===== src/rtl/sosc_pkg.sv =====
// Shared constants and types of the sixteen-output switch controller
package sosc_pkg;

    // Serial word shape
    localparam int WORD_BITS = 24;
    localparam int NUM_OUT = 16;
    localparam int CMD_MSB = 23;
    localparam int CMD_LSB = 18;
    localparam int CMD_BITS = 6;

    // Command codes in bits 23..18
    localparam logic [5:0] CMD_ON_OFF = 6'h00;
    localparam logic [5:0] CMD_OL_EN = 6'h01;
    localparam logic [5:0] CMD_RETRY = 6'h02;
    localparam logic [5:0] CMD_SFP_SEL = 6'h03;
    localparam logic [5:0] CMD_PWM_EN = 6'h04;
    localparam logic [5:0] CMD_COMBINE = 6'h05;
    localparam logic [5:0] CMD_RESET = 6'h06;

    // Field positions
    localparam int RETRY_OV_BIT = 16;
    localparam int RETRY_THERM_BIT = 17;
    localparam int RETRY_OV_IDX = 0;
    localparam int RETRY_THERM_IDX = 1;
    localparam int SO_ANY_BIT = 23;
    localparam int SO_OV_BIT = 22;
    localparam int SO_ZERO_BITS = 6;

    // Power-on values of the control registers
    localparam logic [15:0] ON_OFF_RST = 16'h0000;
    localparam logic [15:0] OL_EN_RST = 16'h0000;
    localparam logic [15:0] SFP_SEL_RST = 16'hffff;
    localparam logic [15:0] PWM_EN_RST = 16'h0000;
    localparam logic [15:0] COMBINE_RST = 16'h0000;
    localparam logic [1:0] RETRY_RST = 2'h0;

    // Overvoltage persistence time and its cycle count
    localparam int SYS_CLK_MHZ = 200;
    localparam int OV_FILTER_US = 50;
    localparam int OV_FILTER_CYCLES = OV_FILTER_US * SYS_CLK_MHZ;

    // Command queue depth
    localparam int CMD_FIFO_DEPTH = 4;

    // Command executor states
    typedef enum logic [0:0] {
        EX_IDLE = 1'b0,
        EX_APPLY = 1'b1
    } sosc_exec_t;

endpackage : sosc_pkg


===== src/rtl/sosc_fifo.sv =====
// Small flop-based FIFO with valid/ready on both sides
`timescale 1ns/100ps
module sosc_fifo #(
    parameter int P_WIDTH = 24,
    parameter int P_DEPTH = 4
) (
    input wire logic i_sys_clk,
    input wire logic i_rst_n,
    input wire logic i_in_valid,
    output logic o_in_ready,
    input wire logic [P_WIDTH-1:0] i_in_data,
    output logic o_out_valid,
    input wire logic i_out_ready,
    output logic [P_WIDTH-1:0] o_out_data
);
    localparam int AW = (P_DEPTH > 1) ? $clog2(P_DEPTH) : 1;
    localparam logic [AW:0] CNT_FULL = (AW+1)'(P_DEPTH);
    localparam logic [AW-1:0] PTR_LAST = AW'(P_DEPTH - 1);

    generate
        if (P_DEPTH < 2) begin : g_bad_depth
            $error("sosc_fifo depth must be at least 2");
        end
    endgenerate

    logic [P_WIDTH-1:0] mem_r [P_DEPTH];
    logic [AW-1:0] wr_ptr_r;
    logic [AW-1:0] rd_ptr_r;
    logic [AW:0] count_r;
    wire push = i_in_valid && o_in_ready;
    wire pop = o_out_valid && i_out_ready;

    // Honest flags straight from the occupancy count
    assign o_in_ready = (count_r != CNT_FULL);
    assign o_out_valid = (count_r != '0);
    assign o_out_data = mem_r[rd_ptr_r];

    // Pointers wrap explicitly so depth need not be a power of two
    always_ff @(posedge i_sys_clk) begin
        if (!i_rst_n) begin
            wr_ptr_r <= '0;
            rd_ptr_r <= '0;
            count_r <= '0;
        end else begin
            if (push) begin
                wr_ptr_r <= (wr_ptr_r == PTR_LAST) ? '0 : wr_ptr_r + 1'b1;
            end
            if (pop) begin
                rd_ptr_r <= (rd_ptr_r == PTR_LAST) ? '0 : rd_ptr_r + 1'b1;
            end
            count_r <= count_r + (AW+1)'(push) - (AW+1)'(pop);
        end
    end

    // Storage needs no reset; empty entries are never read out
    always_ff @(posedge i_sys_clk) begin
        if (push) begin
            mem_r[wr_ptr_r] <= i_in_data;
        end
    end

endmodule : sosc_fifo


===== src/rtl/sosc_core.sv =====
// Serial command interpreter and control registers of the sixteen-output switch
`timescale 1ns/100ps
module sosc_core
    import sosc_pkg::*;
#(
    parameter int P_OV_FILTER_CYCLES = OV_FILTER_CYCLES,
    parameter int P_FIFO_DEPTH = CMD_FIFO_DEPTH
) (
    input wire logic i_sys_clk,
    input wire logic i_rst_n,
    input wire logic i_por,
    input wire logic i_sclk,
    input wire logic i_cs_n,
    input wire logic i_si,
    input wire logic i_pwm,
    input wire logic i_ov_detect,
    input wire logic [15:0] i_thermal_fault,
    input wire logic [15:0] i_overcurrent_fault,
    input wire logic [15:0] i_open_load_detect,
    output logic o_so,
    output logic o_so_oe,
    output logic [15:0] o_switch_outputs,
    output logic [15:0] o_open_load_current_enable,
    output logic [15:0] o_short_fault_protect_select,
    output logic o_cmd_ready
);
    localparam int OVW = $clog2(P_OV_FILTER_CYCLES + 1);
    localparam logic [OVW-1:0] OV_LIMIT = OVW'(P_OV_FILTER_CYCLES);
    localparam int SYNC_W = 6 + 3 * NUM_OUT;
    localparam logic [4:0] BIT_LAST = 5'(WORD_BITS - 1);

    generate
        if (P_OV_FILTER_CYCLES < 1) begin : g_bad_filter
            $error("sosc_core overvoltage filter needs at least one cycle");
        end
        if (P_FIFO_DEPTH < 2) begin : g_bad_fifo
            $error("sosc_core command queue needs at least two entries");
        end
    endgenerate

    // Command code compare, shared by every register decode
    function automatic logic sosc_hit(input logic [WORD_BITS-1:0] w, input logic [5:0] code);
        return w[CMD_MSB:CMD_LSB] == code;
    endfunction : sosc_hit

    // ---- Input synchronisers ----
    logic [SYNC_W-1:0] sync_a_r;
    logic [SYNC_W-1:0] sync_b_r;
    wire [SYNC_W-1:0] sync_in = {i_por, i_sclk, i_cs_n, i_si, i_pwm, i_ov_detect,
                                 i_thermal_fault, i_overcurrent_fault, i_open_load_detect};
    localparam logic [SYNC_W-1:0] SYNC_RST = {1'b1, 1'b0, 1'b1, {(SYNC_W-3){1'b0}}};

    // Two flops on every pin; stage a feeds stage b only
    always_ff @(posedge i_sys_clk) begin
        if (!i_rst_n) begin
            sync_a_r <= SYNC_RST;
            sync_b_r <= SYNC_RST;
        end else begin
            sync_a_r <= sync_in;
            sync_b_r <= sync_a_r;
        end
    end

    wire por_s = sync_b_r[SYNC_W-1];
    wire sclk_s = sync_b_r[SYNC_W-2];
    wire cs_n_s = sync_b_r[SYNC_W-3];
    wire si_s = sync_b_r[SYNC_W-4];
    wire pwm_s = sync_b_r[SYNC_W-5];
    wire ov_s = sync_b_r[SYNC_W-6];
    wire [15:0] therm_s = sync_b_r[3*NUM_OUT-1:2*NUM_OUT];
    wire [15:0] oc_s = sync_b_r[2*NUM_OUT-1:NUM_OUT];
    wire [15:0] ol_s = sync_b_r[NUM_OUT-1:0];

    // Reset pin holds the whole block; supply reset holds all but the synchronisers and edge detectors
    wire hard_rst = !i_rst_n || por_s;

    // ---- Edge detection on the serial pins ----
    logic sclk_d_r;
    logic cs_n_d_r;
    always_ff @(posedge i_sys_clk) begin
        if (!i_rst_n) begin
            sclk_d_r <= 1'b0;
            cs_n_d_r <= 1'b1;
        end else begin
            sclk_d_r <= sclk_s;
            cs_n_d_r <= cs_n_s;
        end
    end

    // Clock edges count only inside a frame; the host parks the clock low at select edges
    wire cs_fall = cs_n_d_r && !cs_n_s;
    wire cs_rise = !cs_n_d_r && cs_n_s;
    wire sclk_rise = !sclk_d_r && sclk_s && !cs_n_s;
    wire sclk_fall = sclk_d_r && !sclk_s && !cs_n_s;

    // ---- Fault capture ----
    logic [15:0] on_off_r;
    logic [15:0] ol_en_r;
    logic [15:0] pwm_en_r;
    logic [15:0] combine_r;
    logic [15:0] sfp_sel_r;
    logic [1:0] retry_r;
    logic [15:0] therm_lock_r;
    logic [15:0] fault_lat_r;
    logic ov_flag_r;
    logic ov_shut_r;
    logic [OVW-1:0] ov_cnt_r;
    logic [15:0] drive_cmd;
    logic [15:0] fault_now;
    logic cmd_rst;

    // Per-output drive request and live fault
    genvar gi;
    generate
        for (gi = 0; gi < NUM_OUT; gi++) begin : g_out
            // PWM pin combined with the on/off bit only where enabled
            assign drive_cmd[gi] = !pwm_en_r[gi] ? on_off_r[gi] :
                                   combine_r[gi] ? (on_off_r[gi] || pwm_s) :
                                                   (on_off_r[gi] && pwm_s);
            // Off-state open load needs its pull-down current on
            assign fault_now[gi] = therm_s[gi] || oc_s[gi] ||
                                   (ol_s[gi] && ol_en_r[gi] && !drive_cmd[gi]);
        end
    endgenerate

    // Faults latch until the next frame closes; a fault in that cycle survives
    wire [15:0] fault_lat_nxt = (cs_rise ? 16'h0000 : fault_lat_r) | fault_now;
    wire ov_flag_nxt = (cs_rise ? 1'b0 : ov_flag_r) || ov_shut_r;
    wire any_fault = (|(fault_lat_r | fault_now)) || ov_flag_r || ov_shut_r;
    wire [WORD_BITS-1:0] status_word = {any_fault, ov_flag_r || ov_shut_r,
                                        {SO_ZERO_BITS{1'b0}}, fault_lat_r | fault_now};

    always_ff @(posedge i_sys_clk) begin
        if (hard_rst || cmd_rst) begin
            fault_lat_r <= 16'h0000;
            ov_flag_r <= 1'b0;
        end else begin
            fault_lat_r <= fault_lat_nxt;
            ov_flag_r <= ov_flag_nxt;
        end
    end

    // ---- Serial shift register ----
    logic [WORD_BITS-1:0] shift_r;
    logic [4:0] bit_cnt_r;
    logic got_clk_r;
    logic so_r;
    logic so_oe_r;

    // One register serves both directions, so input bits emerge 24 clocks later
    always_ff @(posedge i_sys_clk) begin
        if (hard_rst) begin
            shift_r <= '0;
        end else if (cs_fall) begin
            shift_r <= status_word;
        end else if (sclk_fall) begin
            shift_r <= {shift_r[WORD_BITS-2:0], si_s};
        end
    end

    // Bit count modulo one word, so daisy-chained multiples still pass
    always_ff @(posedge i_sys_clk) begin
        if (hard_rst || cs_fall) begin
            bit_cnt_r <= 5'h00;
            got_clk_r <= 1'b0;
        end else if (sclk_fall) begin
            bit_cnt_r <= (bit_cnt_r == BIT_LAST) ? 5'h00 : bit_cnt_r + 5'h01;
            got_clk_r <= 1'b1;
        end
    end

    // Data out changes on clock rise; driver enabled only while selected
    always_ff @(posedge i_sys_clk) begin
        if (hard_rst) begin
            so_r <= 1'b0;
            so_oe_r <= 1'b0;
        end else begin
            so_oe_r <= !cs_n_s;
            if (cs_fall) begin
                so_r <= 1'b0;
            end else if (sclk_rise) begin
                so_r <= shift_r[WORD_BITS-1];
            end
        end
    end

    // ---- Command queue ----
    // Words are queued at select rise, never decoded mid-shift
    wire frame_ok = got_clk_r && (bit_cnt_r == 5'h00);
    wire push_word = cs_rise && frame_ok;
    wire fifo_in_ready;
    wire fifo_out_valid;
    wire [WORD_BITS-1:0] fifo_out_data;
    sosc_exec_t ex_state_r;
    sosc_exec_t ex_state_nxt;
    wire pop_word = fifo_out_valid && (ex_state_r == EX_IDLE);

    sosc_fifo #(
        .P_WIDTH(WORD_BITS),
        .P_DEPTH(P_FIFO_DEPTH)
    ) u_cmd_fifo (
        .i_sys_clk(i_sys_clk),
        .i_rst_n(!hard_rst),
        .i_in_valid(push_word),
        .o_in_ready(fifo_in_ready),
        .i_in_data(shift_r),
        .o_out_valid(fifo_out_valid),
        .i_out_ready(ex_state_r == EX_IDLE),
        .o_out_data(fifo_out_data)
    );

    // ---- Command executor ----
    logic [WORD_BITS-1:0] cmd_r;

    // Pop in idle, apply next cycle; two cycles per word, far shorter than a frame, so the queue never holds more than one word
    always_comb begin
        ex_state_nxt = ex_state_r;
        unique case (ex_state_r)
            EX_IDLE: begin
                if (pop_word) begin
                    ex_state_nxt = EX_APPLY;
                end
            end
            EX_APPLY: begin
                ex_state_nxt = EX_IDLE;
            end
        endcase
    end

    always_ff @(posedge i_sys_clk) begin
        if (hard_rst) begin
            ex_state_r <= EX_IDLE;
            cmd_r <= '0;
        end else begin
            ex_state_r <= ex_state_nxt;
            if (pop_word) begin
                cmd_r <= fifo_out_data;
            end
        end
    end

    // Decode strobes; unknown codes match nothing and change nothing
    wire apply = (ex_state_r == EX_APPLY);
    wire wr_on_off = apply && sosc_hit(cmd_r, CMD_ON_OFF);
    wire wr_ol_en = apply && sosc_hit(cmd_r, CMD_OL_EN);
    wire wr_retry = apply && sosc_hit(cmd_r, CMD_RETRY);
    wire wr_sfp = apply && sosc_hit(cmd_r, CMD_SFP_SEL);
    wire wr_pwm = apply && sosc_hit(cmd_r, CMD_PWM_EN);
    wire wr_comb = apply && sosc_hit(cmd_r, CMD_COMBINE);
    assign cmd_rst = apply && sosc_hit(cmd_r, CMD_RESET);
    wire [15:0] cmd_data = cmd_r[NUM_OUT-1:0];
    wire [1:0] cmd_retry = {cmd_r[RETRY_THERM_BIT], cmd_r[RETRY_OV_BIT]};
    wire ctl_rst = hard_rst || cmd_rst;

    // ---- Overvoltage filter ----
    // Counter restarts whenever the detector lets go, so glitches never add up
    always_ff @(posedge i_sys_clk) begin
        if (hard_rst || !ov_s) begin
            ov_cnt_r <= '0;
        end else if (ov_cnt_r != OV_LIMIT) begin
            ov_cnt_r <= ov_cnt_r + 1'b1;
        end
    end

    // Shutdown holds from the limit until the detector clears
    wire ov_shut_nxt = ov_s && (ov_shut_r || (ov_cnt_r == OV_LIMIT));
    wire ov_recover = ov_shut_r && !ov_s;
    always_ff @(posedge i_sys_clk) begin
        if (hard_rst) begin
            ov_shut_r <= 1'b0;
        end else begin
            ov_shut_r <= ov_shut_nxt;
        end
    end

    // ---- Control registers ----
    // On/off; recovery without retry drops every stored on bit
    always_ff @(posedge i_sys_clk) begin
        if (ctl_rst) begin
            on_off_r <= ON_OFF_RST;
        end else if (wr_on_off) begin
            on_off_r <= cmd_data;
        end else if (ov_recover && !retry_r[RETRY_OV_IDX]) begin
            on_off_r <= 16'h0000;
        end
    end

    // Each register changes only on its own command
    always_ff @(posedge i_sys_clk) begin
        if (ctl_rst) begin
            ol_en_r <= OL_EN_RST;
            retry_r <= RETRY_RST;
            sfp_sel_r <= SFP_SEL_RST;
            pwm_en_r <= PWM_EN_RST;
            combine_r <= COMBINE_RST;
        end else begin
            ol_en_r <= wr_ol_en ? cmd_data : ol_en_r;
            retry_r <= wr_retry ? cmd_retry : retry_r;
            sfp_sel_r <= wr_sfp ? cmd_data : sfp_sel_r;
            pwm_en_r <= wr_pwm ? cmd_data : pwm_en_r;
            combine_r <= wr_comb ? cmd_data : combine_r;
        end
    end

    // Thermal lock: retry releases on cooling, else only a cleared on/off bit does
    wire [15:0] therm_release = retry_r[RETRY_THERM_IDX] ? ~therm_s : ~on_off_r;
    wire [15:0] therm_lock_nxt = (therm_lock_r & ~therm_release) | therm_s;
    always_ff @(posedge i_sys_clk) begin
        if (ctl_rst) begin
            therm_lock_r <= 16'h0000;
        end else begin
            therm_lock_r <= therm_lock_nxt;
        end
    end

    // ---- Outputs ----
    // Thermal limit always cuts an output at once, before the lock has caught it
    wire [15:0] out_nxt = drive_cmd & ~therm_s & ~therm_lock_r & {NUM_OUT{!ov_shut_r}};

    always_ff @(posedge i_sys_clk) begin
        if (hard_rst) begin
            o_switch_outputs <= 16'h0000;
            o_open_load_current_enable <= OL_EN_RST;
            o_short_fault_protect_select <= SFP_SEL_RST;
            o_cmd_ready <= 1'b0;
        end else begin
            o_switch_outputs <= out_nxt;
            o_open_load_current_enable <= ol_en_r;
            o_short_fault_protect_select <= sfp_sel_r;
            o_cmd_ready <= fifo_in_ready;
        end
    end

    assign o_so = so_r;
    assign o_so_oe = so_oe_r;

endmodule : sosc_core


===== config.mk =====
export PLATFORM = sky130hd
export DESIGN_NAME = sosc_core
export DESIGN_NICKNAME = d
export VERILOG_FILES = /design/src/rtl/sosc_pkg.sv /design/src/rtl/sosc_fifo.sv /design/src/rtl/sosc_core.sv
export SDC_FILE = /design/constraint.sdc
export NUM_CORES = 1
export LEC_CHECK = 0
export ABC_AREA = 1
export BUFFER_PORTS_ARGS = -buffer_cell sky130_fd_sc_hd__buf_2
export CAP_MARGIN = 25
export CORE_MARGIN = 3
export CORE_UTILIZATION = 50
export DETAILED_ROUTE_END_ITERATION = 8
export PLACE_DENSITY_LB_ADDON = 0.05
export SETUP_SLACK_MARGIN = 0.1
export SLEW_MARGIN = 20
export SYNTH_ARGS = -nofsm -noshare
export SYNTH_HDL_FRONTEND = slang
export SYNTH_SLANG_ARGS = --single-unit

===== constraint.sdc =====
create_clock -name i_sys_clk -period 3.4 [get_ports i_sys_clk]
set_clock_uncertainty 0.05 [all_clocks]
set_input_delay 0.68 -clock i_sys_clk [delete_from_list [all_inputs] [get_ports i_sys_clk]]
set_output_delay 0.68 -clock i_sys_clk [all_outputs]
set_load 0.02 [all_outputs]

==> summary.md <==
| Metric | Value |
|---|---|
| Status | finished, final reports clean |
| Die height | 186 um |
| Mapped Nets | 1939 |
| WP data arrival | 2690 ps |
| VDD IR max | around 0.00035 V |
| Slew HR | 40.2% |
| Post-synthesis sequential area ratio | 61.1% |
| Crit path cell chain | inv_2 -> nor2_4 -> inv_1 -> nor3_1 -> nand2_1 -> nor2_2 -> buf_12 |
| Final Hold Fails | 0 |
| Final HPWL DP | roughly 26000 um |
| CP max FO | 16 |
| H-Tree Level Count | 2 |
| Pint | 8.94 mW |
| Class of the most critical setup path | reg2reg |
| Pwr dens | 590 nW/um2 |
| Critical path's slowest cell | nor2_2 |
| Antenna-violating nets left | 0 |
| Hold_buf cts | 0 |
| Critical Path RT | 3600 ps |
| Period utilization | between 70% and 80% |
| Post-CTS Setup Repair Bufs | 0 |
| Routed Wire Length | 38200 um |
| Async S/R FF share, synth | 0% |
| Worst-Skew Late Latency | approximately 550 ps |
| GRT Overall Usage | 21.8% |
| Synth-to-Final Area Change | 15.9% |
| Final setup viols | 0 |
| Max Fclk | 403 MHz |
| P_sw | 2.19 mW |
| Total grt overflow | 0 |
| Main synth FF type | dfxtp_1 |
| Yosys warns | 0 |
| Max-slew violation count | 0 |
| Drt via density | just under 5 |
| Post-synth EDFFs | 96 |
| CTS tree | yes |
| Dpl cells | about 2.4k |
| CP endpoint kind | flip-flop |
| Inserted Clock Buffers | 46 |
| DR pass1 iterations | 5 |
| Initial DRC Count | 1022 |
| Gpl congestion | ~0.83 |
| Drt drc | 0 |
| Core area | around 32000 um2 |
| Sink Count | approximately 450 |
| Initial Util | 51.2% |
| Setup TNS | 0 ps |
| Largest net degree at the start of global routing | 80 |
| Routed via count | 11.9k |
| Number of inserted diodes | 0 |
| Most common cell after layout, fill and taps aside | nand2_1 |
| IO Port Bufs | approximately 110 |
| RSZ-0062 raised after global routing | false |
| Minimum clock period after layout | 2480 ps |
| Mapped cell area | roughly 16000 um2 |
| Net Sw Frac | 19.7% |
| Comb pwr share | 1.9% |
| Flop pwr share | 49.6% |
| Yosys reg bits | around 450 |
| Unique cell type count in the Yosys netlist | 41 |
| Layout Cells excl Fill | 2439 |
| Filler instances | about 2.8k |
| Drt wl/cell | 15.7 um |
| Static leakage | 8.39 nW |
| Io pins | 107 |
| Commonest cells after routing, fill and taps aside | nand2_1, dfxtp_1, inv_1, nor2_1, o21ai_0 |
| DIE AREA | 34800 um2 |
| Cell count after synthesis | 1871 |
| Vias in the first global route | around 11k |
| WHS | approximately 270 ps |
| Final net count | 2035 |
| Worst slew pin tran | between 800 and 900 ps |
| Num rows | 65 |
| Die Wd | ~190 um |
| Initial antenna violation count | 0 |
| Post-cts sizing count | 0 |
| First-pass GRT wire length | 61100 um |
| Mean Syn Cell Area | 8.71 um2 |
| Max-cap viol count | 0 |
| Layout cells sized above 1 | 12.5% |
| CTS clk-pin slew, worst paths | 60 ps |
| Root Buffer | clkbuf_16 |
| CP max stage delay | 550 ps |
| Max Root-Sink Buffers | 3 |
| Startpoint Class | flip-flop |
| Clock share of power | 48.6% |
| Hold WC Path Type | in2reg |
==> cell type report <==
type / instances / area, um2 / area share [%]
Tap cell: 435 / 544 / 2.88
Clock inverter: 22 / 343 / 1.82
Timing Repair Buffer: 123 / 698 / 3.70
Clock buffer: 63 / 1310 / 6.93
Inverter: 287 / 1080 / 5.71
Sequential cell: 449 / 9950 / 52.7
Multi-Input combinational cell: 1060 / 4950 / 26.2
==> worst max-delay path: cells and delay by family (launching register included) <==
family,cells,cell delay (ps)
buf+inv,3,490
flops,1,380
simple gates,4,1280
==> cells by family after synthesis <==
kind of cell               share of synthesized area [%]
adders and majority gates                          0.968
buffers and inverters                               8.68
DFF                                                 61.1
xor gates and xnor gates                          0.0538
and+or+nand+nor                                     19.3
AOI/OAI and AO/OA                                   9.90
==> routing by layer <==
| layer | vias up | track usage (%) | wire [um] |
|---|---|---|---|
| li1 | 6109 | - | - |
| met2 | 360 | 32.9 | 16200 |
| met3 | 56 | 3.49 | 2590 |
| met1 | 5389 | 33.1 | 18700 |
| met5 | - | 0 | 0 |
| met4 | 0 | 5.29 | 764 |
==> flip-flops by register name, indices dropped and copies added (netlist names), 24 cells and up <==
signal	flops
u_cmd_fifo.mem_r	96
sync_a_r	54
shift_r	24
sync_b_r	54
cmd_r	24
==> metrics by stage <==
| step | instance area (um2) | total power [mW] | setup slack [ps] | util [%] |
|---|---|---|---|---|
| floorplan | 16300 | 5.75 | 944 | - |
| global placement | 17200 | 5.83 | 917 | 54.2 |
| detailed placement | 17200 | 5.84 | 862 | 54.2 |
| CTS | 18900 | 11.2 | 895 | 59.4 |
| global route | 18900 | 11.5 | 694 | 59.4 |
| finish | 18900 | 11.1 | 918 | 59.4 |
==> synthesized netlist by cell type (3+ instances only) <==
master / count / area, um2
buf_1: 3 / 11.3
nand2_1: 357 / 1340
buf_6: 3 / 33.8
a211oi_1: 3 / 22.5
ha_1: 11 / 138
or2_2: 19 / 119
nor2_4: 4 / 45.0
nand3b_1: 10 / 75.1
a31oi_1: 42 / 263
o21ai_0: 153 / 766
nand4_1: 11 / 68.8
o211ai_1: 12 / 90.1
nor3_2: 3 / 30.0
edfxtp_1: 96 / 2880
buf_2: 18 / 90.1
nand3_1: 73 / 365
a21oi_1: 84 / 420
dfxtp_1: 353 / 7070
nor3_1: 13 / 65.1
inv_2: 9 / 33.8
inv_1: 276 / 1040
clkbuf_1: 47 / 176
nor2_2: 5 / 31.3
nor2_1: 242 / 908
==> worst paths after layout <==
check / start / endpoint / slack, ps / cells past startpoint
setup / recovery: sync_b_r[51]$_SDFF_PN1_ / u_cmd_fifo.mem_r[3][5]$_DFFE_PP_ / 920 / 7
setup reg to reg: sync_b_r[51]$_SDFF_PN1_ / u_cmd_fifo.mem_r[3][5]$_DFFE_PP_ / 920 / 7
hold reg to reg: sync_a_r[50]$_SDFF_PN0_ / sync_b_r[50]$_SDFF_PN0_ / 360 / 2
hold / removal: i_thermal_fault[8] / sync_a_r[40]$_SDFF_PN0_ / 270 / 3
==> power by group through the flow <==
| stage | registers, mW | clock network, mW | logic (mW) |
|---|---|---|---|
| detailed placement | 5.63 | 0 | 0.207 |
| global route | 5.52 | 5.74 | 0.238 |
| CTS | 5.51 | 5.51 | 0.208 |
| global placement | 5.63 | 0 | 0.204 |
| floorplan | 5.62 | 0 | 0.137 |
| finish | 5.51 | 5.41 | 0.206 |
Note: power is estimated with default switching activity, not from simulation.
